[src/fcb_pkg.sv]
// constants for the channel b upper-tap coefficient bank and its equalizer filter
package fcb_pkg;

  // ----------------------------------------------------------------
  // configuration port geometry
  // ----------------------------------------------------------------
  localparam int unsigned CFG_ADDR_W = 12;
  localparam int unsigned REG_W      = 16;

  // ----------------------------------------------------------------
  // register offsets
  // ----------------------------------------------------------------
  localparam logic [11:0] CHAN_B_FIR_TAP6_COEF_OFS = 12'h453;
  localparam logic [11:0] CHAN_B_FIR_TAP7_COEF_OFS = 12'h455;
  localparam logic [11:0] CHAN_B_FIR_TAP8_COEF_OFS = 12'h457;
  localparam logic [11:0] CHAN_B_FIR_TAP9_COEF_OFS = 12'h459;

  // ----------------------------------------------------------------
  // field layout and reset values
  // ----------------------------------------------------------------
  localparam int unsigned COEF_MSB   = 11;
  localparam int unsigned COEF_LSB   = 0;
  localparam int unsigned RSVD_MSB   = 15;
  localparam int unsigned RSVD_LSB   = 12;
  localparam int unsigned COEF_W     = COEF_MSB - COEF_LSB + 1;
  localparam int unsigned CENTER_W   = 18;
  localparam logic [15:0] COEF_RESET = 16'h0000;

  // ----------------------------------------------------------------
  // filter shape
  // ----------------------------------------------------------------
  localparam int unsigned NUM_TAPS   = 9;
  localparam int unsigned CENTER_IDX = 4;
  localparam int unsigned LOWER_TAPS = 4;
  localparam int unsigned UPPER_TAPS = 4;
  localparam int unsigned SAMP_W     = 12;

endpackage

[src/fcb_fir_coef_bank.sv]
// channel b upper-tap coefficient bank with the nine-tap equalizer datapath
`timescale 1ns/1ps
// Overview of operation
// - taps hold 12-bit signed coefficient in bits 11:0; bits 15:12 reserved.
// - offset 0x453 supplies the sixth tap of channel b in dual channel mode.
// - offset 0x455 supplies the seventh tap of channel b in dual mode.
// - offset 0x457 supplies the eighth tap of channel b in dual mode.
// - offset 0x459 supplies the ninth, last tap of channel b in dual mode.
// - readback shows coefficient msb as zero; other bits read as written.
// - all coefficient registers, reserved bits too, clear to zero at reset.
// - fifth tap is the center tap with an 18-bit signed coefficient.
module fcb_fir_coef_bank (
  input  wire logic        clk_sys,        // 10 MHz system clock
  input  wire logic        rst_n,          // synchronous reset, active low
  input  wire logic        cfg_wr_en,      // config port write strobe
  input  wire logic        cfg_rd_en,      // config port read strobe
  input  wire logic [11:0] cfg_addr,       // config port register address
  input  wire logic [15:0] cfg_wdata,      // config port write data
  output logic      [15:0] cfg_rdata,      // config port read data
  output logic             cfg_rd_valid,   // read data valid pulse
  input  wire logic        dual_chan_mode, // device runs dual channel
  input  wire logic [47:0] coef_lower,     // taps 1..4, 12 bits each, tap1 low
  input  wire logic [17:0] coef_center,    // center tap coefficient
  input  wire logic        samp_b_valid,   // new channel b sample
  input  wire logic [11:0] samp_b,         // channel b sample, signed
  output logic      [47:0] coef_upper,     // taps 6..9 as applied, tap6 low
  output logic      [33:0] fir_out,        // filtered sample, signed
  output logic             fir_out_valid   // filtered sample valid pulse
);

  // ----------------------------------------------------------------
  // elaboration checks
  // ----------------------------------------------------------------
  localparam int unsigned PROD_W = fcb_pkg::SAMP_W + fcb_pkg::CENTER_W;
  localparam int unsigned ACC_W  = PROD_W + 4;

  if (fcb_pkg::NUM_TAPS != fcb_pkg::LOWER_TAPS + 1 + fcb_pkg::UPPER_TAPS)
  begin : g_chk_taps
    $error("tap counts do not add up to the filter length");
  end
  if (ACC_W != 34)
  begin : g_chk_acc
    $error("accumulator width does not match the output port");
  end

  // ----------------------------------------------------------------
  // coefficient registers
  // ----------------------------------------------------------------
  localparam logic [47:0] OFS_LIST = {fcb_pkg::CHAN_B_FIR_TAP9_COEF_OFS, fcb_pkg::CHAN_B_FIR_TAP8_COEF_OFS,
                                      fcb_pkg::CHAN_B_FIR_TAP7_COEF_OFS, fcb_pkg::CHAN_B_FIR_TAP6_COEF_OFS};

  logic [15:0] coef_q [fcb_pkg::UPPER_TAPS];
  logic [3:0]  hit;

  for (genvar i = 0; i < fcb_pkg::UPPER_TAPS; i++)
  begin : g_coef
    fcb_coef_reg #(
      .OFFSET (OFS_LIST[i*12 +: 12])
    ) u_coef (
      .clk_sys (clk_sys),
      .rst_n   (rst_n),
      .wr_en   (cfg_wr_en),
      .addr    (cfg_addr),
      .wdata   (cfg_wdata),
      .reg_q   (coef_q[i])
    );
    assign hit[i] = (cfg_addr == OFS_LIST[i*12 +: 12]);
    // only the coefficient field steers the filter; reserved bits are storage
    assign coef_upper[i*12 +: 12] = coef_q[i][fcb_pkg::COEF_MSB:fcb_pkg::COEF_LSB];
  end

  // ----------------------------------------------------------------
  // readback
  // ----------------------------------------------------------------
  logic [15:0] rdata_reg;
  logic [15:0] rdata_next;
  logic        rvld_reg;
  logic        rvld_next;

  always_comb
  begin
    rdata_next = rdata_reg;
    rvld_next  = cfg_rd_en;
    if (cfg_rd_en)
    begin
      rdata_next = 16'h0000; // unmapped offsets read zero
      for (int k = 0; k < fcb_pkg::UPPER_TAPS; k++)
      begin
        if (hit[k])
        begin
          rdata_next = coef_q[k];
        end
      end
      // known quirk kept on purpose: software tools compensate for it
      rdata_next[fcb_pkg::COEF_MSB] = 1'b0;
    end
  end

  always_ff @(posedge clk_sys)
  begin
    if (!rst_n)
    begin
      rdata_reg <= 16'h0000;
      rvld_reg  <= 1'b0;
    end
    else
    begin
      rdata_reg <= rdata_next;
      rvld_reg  <= rvld_next;
    end
  end

  assign cfg_rdata    = rdata_reg;
  assign cfg_rd_valid = rvld_reg;

  // ----------------------------------------------------------------
  // equalizer datapath
  // ----------------------------------------------------------------
  logic signed [11:0]        dly_reg  [fcb_pkg::NUM_TAPS-1];
  logic signed [11:0]        dly_next [fcb_pkg::NUM_TAPS-1];
  logic signed [11:0]        win      [fcb_pkg::NUM_TAPS];
  logic signed [17:0]        cf       [fcb_pkg::NUM_TAPS];
  logic signed [PROD_W-1:0]  prod     [fcb_pkg::NUM_TAPS];
  logic signed [ACC_W-1:0]   acc;
  logic        [33:0]        out_reg;
  logic        [33:0]        out_next;
  logic                      ovld_reg;
  logic                      ovld_next;

  assign win[0] = signed'(samp_b);

  for (genvar t = 0; t < fcb_pkg::NUM_TAPS; t++)
  begin : g_tap
    if (t > 0)
    begin : g_win
      assign win[t] = dly_reg[t-1];
    end
    if (t < fcb_pkg::CENTER_IDX)
    begin : g_low
      assign cf[t] = 18'(signed'(coef_lower[t*12 +: 12]));
    end
    else if (t == fcb_pkg::CENTER_IDX)
    begin : g_ctr
      assign cf[t] = signed'(coef_center);
    end
    else
    begin : g_up
      // taps six to nine come from the local registers
      assign cf[t] = 18'(signed'(coef_upper[(t-5)*12 +: 12]));
    end
    assign prod[t] = PROD_W'(win[t]) * PROD_W'(cf[t]);
  end

  always_comb
  begin
    acc = '0;
    for (int k = 0; k < fcb_pkg::NUM_TAPS; k++)
    begin
      acc = acc + ACC_W'(prod[k]);
    end
  end

  always_comb
  begin
    dly_next  = dly_reg;
    out_next  = out_reg;
    ovld_next = 1'b0;
    if (!dual_chan_mode)
    begin
      out_next = 34'h000000000; // channel b set unused outside dual mode
    end
    else if (samp_b_valid)
    begin
      dly_next[0] = win[0];
      for (int k = 1; k < fcb_pkg::NUM_TAPS-1; k++)
      begin
        dly_next[k] = dly_reg[k-1];
      end
      out_next  = acc;
      ovld_next = 1'b1;
    end
  end

  always_ff @(posedge clk_sys)
  begin
    if (!rst_n)
    begin
      for (int k = 0; k < fcb_pkg::NUM_TAPS-1; k++)
      begin
        dly_reg[k] <= 12'sh000;
      end
      out_reg  <= 34'h000000000;
      ovld_reg <= 1'b0;
    end
    else
    begin
      dly_reg  <= dly_next;
      out_reg  <= out_next;
      ovld_reg <= ovld_next;
    end
  end

  assign fir_out       = out_reg;
  assign fir_out_valid = ovld_reg;
endmodule

[src/fcb_coef_reg.sv]
// one software-visible 16-bit coefficient register at a fixed offset
`timescale 1ns/1ps
module fcb_coef_reg #(
  parameter logic [11:0] OFFSET = 12'h000
) (
  input  wire logic        clk_sys,   // system clock
  input  wire logic        rst_n,     // synchronous reset, active low
  input  wire logic        wr_en,     // config write strobe
  input  wire logic [11:0] addr,      // config address
  input  wire logic [15:0] wdata,     // config write data
  output logic      [15:0] reg_q      // stored register value
);

  logic [15:0] val_reg;
  logic [15:0] val_next;

  always_comb
  begin
    val_next = val_reg;
    if (wr_en && (addr == OFFSET))
    begin
      val_next = wdata;  // full word stored, reserved bits included
    end
  end

  always_ff @(posedge clk_sys)
  begin
    if (!rst_n)
      val_reg <= fcb_pkg::COEF_RESET;
    else
      val_reg <= val_next;
  end

  assign reg_q = val_reg;

endmodule

[config.mk]
export PLATFORM = sky130hd
export DESIGN_NAME = fcb_fir_coef_bank
export DESIGN_NICKNAME = d
export VERILOG_FILES = /design/src/fcb_pkg.sv /design/src/fcb_fir_coef_bank.sv /design/src/fcb_coef_reg.sv
export SDC_FILE = /design/constraint.sdc
export NUM_CORES = 2
export LEC_CHECK = 0
export BUFFER_PORTS_ARGS = -buffer_cell sky130_fd_sc_hd__buf_2
export CAP_MARGIN = 30
export CORE_MARGIN = 2
export CORE_UTILIZATION = 60
export CTS_CLUSTER_SIZE = 20
export DETAILED_ROUTE_END_ITERATION = 10
export PLACE_DENSITY = 0.75
export SLEW_MARGIN = 0
export SYNTH_ARGS = -nofsm -noshare
export SYNTH_HDL_FRONTEND = slang
export SYNTH_SLANG_ARGS = --single-unit
[constraint.sdc]
create_clock -name clk_sys -period 22 [get_ports clk_sys]
set_input_delay 2.2 -clock clk_sys [delete_from_list [all_inputs] [get_ports clk_sys]]
set_output_delay 2.2 -clock clk_sys [all_outputs]
set_load 0.02 [all_outputs]
# [Word level (Yosys, flattened, before mapping)]
# Index checks and enable logic that the tools add are counted.
[classes] mul=9 n_reduce_logical=6 n_eq_ne=4 n_mux=5 n_addsub=8
[ops] cell="12-bit by 12-bit multiplier with 24-bit output" n=8
[ops] cell="16-bit two-way mux" n=4
[ops] cell="12-bit by 11-bit equality test with 1-bit output, second input constant" n=4
[ops] cell="33-bit by 24-bit adder with 34-bit output" n=1
[ops] cell="34-bit by 24-bit adder with 34-bit output" n=1
[ops] cell="32-bit by 24-bit adder with 33-bit output" n=1
[ops] cell="31-bit by 24-bit adder with 32-bit output" n=1
[ops] cell="27-bit by 30-bit adder with 31-bit output" n=1
[ops] cell="12-bit by 18-bit multiplier with 30-bit output" n=1
[ops] cell="26-bit by 24-bit adder with 27-bit output" n=1
[ops] cell="25-bit by 24-bit adder with 26-bit output" n=1
[ops] cell="24-bit by 24-bit adder with 25-bit output" n=1
[ops] cell="1-bit logical AND" n=4
[ops] cell="2-bit AND reduction" n=2
[ops] cell="1-bit two-way mux" n=1
[word_totals] out_inout_bits=100 wordCells=48 regBits=211

# [Longest topological paths before layout]
[logic_depth] ltp_word=9 mapped_depth=33 depth_no_buf=31

# [Hierarchy]
# From an unflattened synthesis, not the netlist that was laid out.
[unflattened] cells_unflattened=6791 hier_area_um2=64649.5
[by_module_without_submodules] module="fcb_fir_coef_bank" seq_area_each_um2=2942.8 area_each_um2=61924.4 cells_each=6499 instances=1
[by_module_without_submodules] module="fcb_coef_reg (g_coef[1].u_coef ...)" seq_area_each_um2=320.3 area_each_um2=683.2 cells_each=73 instances=2
[by_module_without_submodules] module="fcb_coef_reg (g_coef[2].u_coef)" seq_area_each_um2=320.3 area_each_um2=680.7 cells_each=73 instances=1
[by_module_without_submodules] module="fcb_coef_reg (g_coef[0].u_coef)" seq_area_each_um2=320.3 area_each_um2=678.2 cells_each=73 instances=1

# [Worst setup path before layout]
# Ideal clock, no wire load.
[synth_path] path_type="input to register" from="input coef_lower[36]" to="register out_reg[33], in the netlist fir_out[33]" stages=27 arrival_ns=10.532 path_buffers=1 setup_time_ns=0.120 path_slack_ns=11.348 cell_sequence="clkbuf_1 > nand2_1 > inv_1 > fa_1 > inv_1 > fa_1 > inv_1 > fa_1 > fa_1 > inv_1 > fa_1 > inv_1 > fa_1 > fa_1 > fa_1 > fa_1 > fa_1 > fa_1 > ha_1 > and3_1 > nand3_1 > or4_1 > or3_1 > a21oi_2 > o211ai_2 > and3_1 > o31a_1"
[synth_via] elab_chain_cells=7
[synth_rtl] item="start, declared" line_no="fcb_fir_coef_bank.sv:22" text="input wire logic [47:0] coef_lower,"
[synth_rtl] item="12-bit by 12-bit multiplier with 24-bit output" line_no="fcb_fir_coef_bank.sv:151" text="assign prod[t] = PROD_W'(win[t]) * PROD_W'(cf[t]);"
[synth_rtl] item="26-bit by 24-bit adder with 27-bit output" line_no="fcb_fir_coef_bank.sv:159" text="acc = acc + ACC_W'(prod[k]);"
[synth_rtl] item="27-bit by 30-bit adder with 31-bit output" line_no="fcb_fir_coef_bank.sv:159"
[synth_rtl] item="31-bit by 24-bit adder with 32-bit output" line_no="fcb_fir_coef_bank.sv:159"
[synth_rtl] item="32-bit by 24-bit adder with 33-bit output" line_no="fcb_fir_coef_bank.sv:159"
[synth_rtl] item="33-bit by 24-bit adder with 34-bit output" line_no="fcb_fir_coef_bank.sv:159"
[synth_rtl] item="34-bit by 24-bit adder with 34-bit output" line_no="fcb_fir_coef_bank.sv:159"
[synth_rtl] item="end signal, assigned" line_no="fcb_fir_coef_bank.sv:198" text="out_reg <= out_next;"
[synth_rtl] item="end, declared" line_no="fcb_fir_coef_bank.sv:125" text="logic [33:0] out_reg;"
# No other way between the ends.
# A chain may end at the register's enable or synchronous reset.

# [Worst setup path in the final report]
# Ends and elaborated chain as after synthesis.

==> results.ini <==
[status]
outcome = complete, no violations

[synthesis]
synth-edff-count = 0
yosys.area.top_type = fa_1
synth_cells = 6858
avgSynthCellArea_sq_um = 9.42
synth_most_common_cell = inv_1
yosys_warnings = 0
synth_top_area_share_pct = 55.6
ys_ff_latch = 211
synth_area_sq_um = 64600
synth-seq-area-share_pct = 6.54
synth_area_leaders = fa_1 (56%), inv_1 (11%), dfxtp_1 (6.5%)
synthFlopType = dfxtp_1
synthArstFlopShare_pct = 0
synth_common_cells = inv_1 (1944), fa_1 (1796), nand2_1 (1063)
synth_nets = 9098
synth_cell_types = 62

[sta]
fin_crit_sh_pct = 50.1
skew_ns = 0.0707
setup_violations = 0
max_slew.worst_pin.slew_ns = 1.05
slew_headroom_pct = 30.0
holdWs_ns = 0.451
finalHoldViolations = 0
final_max_slew_viol_count = 0
rsz0062_at_grt = false
finalSetupTns_ns = 0
fmax_mhz = 90.8
min_period_ns = 11.01

[worst_setup_path]
cp_slowest_cell = fa_1
r2r-end = fir_out[33]$_SDFFE_PN0P_
crit_family = adder cells
worstSetupPathDepth = 27
r2r_start = g_coef[3].u_coef.reg_q[4]$_SDFFE_PN0P_
end_kind = flip-flop
cp-start-kind = input port
cp_slowest_stage_delay_ns = 0.64
path_common_cell = fa_1
cp_data_arrival_time_ns = 11.53
path_class = input port to flip-flop
cp.required_ns = 22.52
crit_fanout = 12
crit_buf_inv = 6
rrSetupSlack_ns = 11.73
r2r_cells = 25

[routing]
num_vias = 45000
viasPerCell = 5.49
drtAntennaViolNets = 0
drt_iter0_markers = 3941
routedWlPerCell_um = 23.2
totalWireLength_um = 190000
drc = 0
drt-pass1-iter-count = 6

[placed_design]
gp_congestion = 1.07
dp.cells = 8149
place_hpwl_um = 161000
port_buffers = 210

[final_layout]
area_growth_pct = 4.02
finalNetCount = 9019
largest_register_ffs = 96
drive_gt1_share_pct = 4.46
fin_cells = 8207
nFillCells = 8911

[grt]
grt_usage_pct = 36.1
gr-total-overflow = 0
grt_antenna_before_repair = 5
grt_pass1_wl_um = 297000
grt_max_degree = 118
grt_pass1_vias = 49300

[floorplanning]
io_pins = 212
num_rows = 120
die_area_sq_um = 110000
core_area_sq_um = 107000
initial_core_util_pct = 60.5
dieWidth_um = 332
fp.dieH_um = 332

[clock_network]
clkTransAtPathRegs_ns = 0.08
post_cts_resized = 0
clk_latency_ns = 0.67
clkSinkCount = 211
cts_tree = done
clockBufferDepth = 3
cts_root_buffer = clkbuf_16
htree_levels = 1
cts_setup_buffers = 0
holdBufCountCts = 0
cts_buffers = 30

[hold_path]
min_to = g_coef[1].u_coef.reg_q[12]$_SDFFE_PN0P_
hp-start = g_coef[1].u_coef.reg_q[12]$_SDFFE_PN0P_
hold_class = flip-flop to flip-flop
hold_depth = 2

[flow_run]
drv_cap = 0

-- how the worst max path moves through the flow --
stage,from,endpoint,slack (ns)
2_1_floorplan,coef_lower[36],fir_out[33]$_SDFFE_PN0P_,11.35
3_3_place_gp,coef_lower[36],fir_out[33]$_SDFFE_PN0P_,10.56
3_5_place_dp,coef_lower[36],fir_out[33]$_SDFFE_PN0P_,10.45
4_1_cts,coef_lower[36],fir_out[33]$_SDFFE_PN0P_,11.12
5_1_grt,samp_b[11],fir_out[33]$_SDFFE_PN0P_,10.76
6_report,coef_lower[36],fir_out[33]$_SDFFE_PN0P_,10.99
-- worst register-to-register path: cells and delay by family, from the launching register on --
kind	cells	cell delay (ns)
buf+inv	4	0.38
fa+ha+maj	12	6.43
flops	1	0.91
simple gates	6	1.85
compound gates	3	0.57
-- per-layer routing --
metal	vias up	share of wire [%]	global-route usage, %
li1	19000	-	-
met4	0	4.7	13.3
met2	2307	46	56.4
met3	385	11	7.57
met1	23300	39	50.1
met5	-	0	0
-- through the flow --
| stage | worst slack (ns) | utilization [%] | cell area [sq um] |
|---|---|---|---|
| after floorplan | 11.35 | - | 64600 |
| after global placement | 10.56 | 61.8 | 66100 |
| after detailed placement | 10.45 | 61.9 | 66100 |
| after CTS | 11.12 | 62.9 | 67200 |
| after global routing | 10.76 | 62.9 | 67200 |
| final | 10.99 | 62.9 | 67200 |
-- layout make-up --
| class | instances | area [sq um] | area share, % |
|---|---|---|---|
| timing repair buffer | 239 | 1300 | 1.93 |
| antenna | 3 | 7.51 | 0.0112 |
| inverter | 1946 | 7300 | 10.9 |
| clock inverter | 21 | 287 | 0.426 |
| clock buffer | 33 | 772 | 1.15 |
| multi-input combinational | 4351 | 51600 | 76.7 |
| sequential | 211 | 4220 | 6.28 |
| tap | 1403 | 1760 | 2.61 |
-- logic make-up (layout without fill, tap and decap cells) --
group | after synthesis | in the layout | synth area share [%]
AND/OR/NAND/NOR | 1875 | 1875 | 13.7
AO/OA/AOI/OAI | 292 | 292 | 3.23
flip-flops | 211 | 211 | 6.54
buffers and inverters | 2296 | 2239 | 13.7
XOR/XNOR | 33 | 33 | 0.459
adder cells (fa/ha/maj) | 2128 | 2128 | 62.1
other | 1 | 4 | 0.00580
multiplexers | 22 | 22 | 0.347
-- placed cells by master (no fill, tap or decap), types with 4 or more instances in the layout --
cell type / count
and3_1: 7
nor2_1: 83
xor2_1: 10
o211ai_1: 8
inv_1: 1944
bufinv_16: 4
nand2b_1: 54
o21ai_1: 8
a21boi_1: 59
buf_2: 209
and2_1: 576
o21a_1: 7
clkinvlp_4: 4
dfxtp_1: 211
nor2b_1: 23
mux2i_1: 19
a31oi_1: 4
ha_1: 332
xnor2_1: 22
a21oi_1: 26
a21boi_0: 102
clkbuf_16: 30
nand2_1: 1062
inv_6: 7
or3_1: 5
nand3_1: 27
a21o_1: 10
nand4_1: 5
buf_4: 28
nor3_1: 14
o21ai_0: 28
a211oi_1: 4
a221oi_1: 16
fa_1: 1796
Power is left out: the tool's default activity adds up to more than one toggle a clock period on the data nets, which glitch-free logic cannot reach.
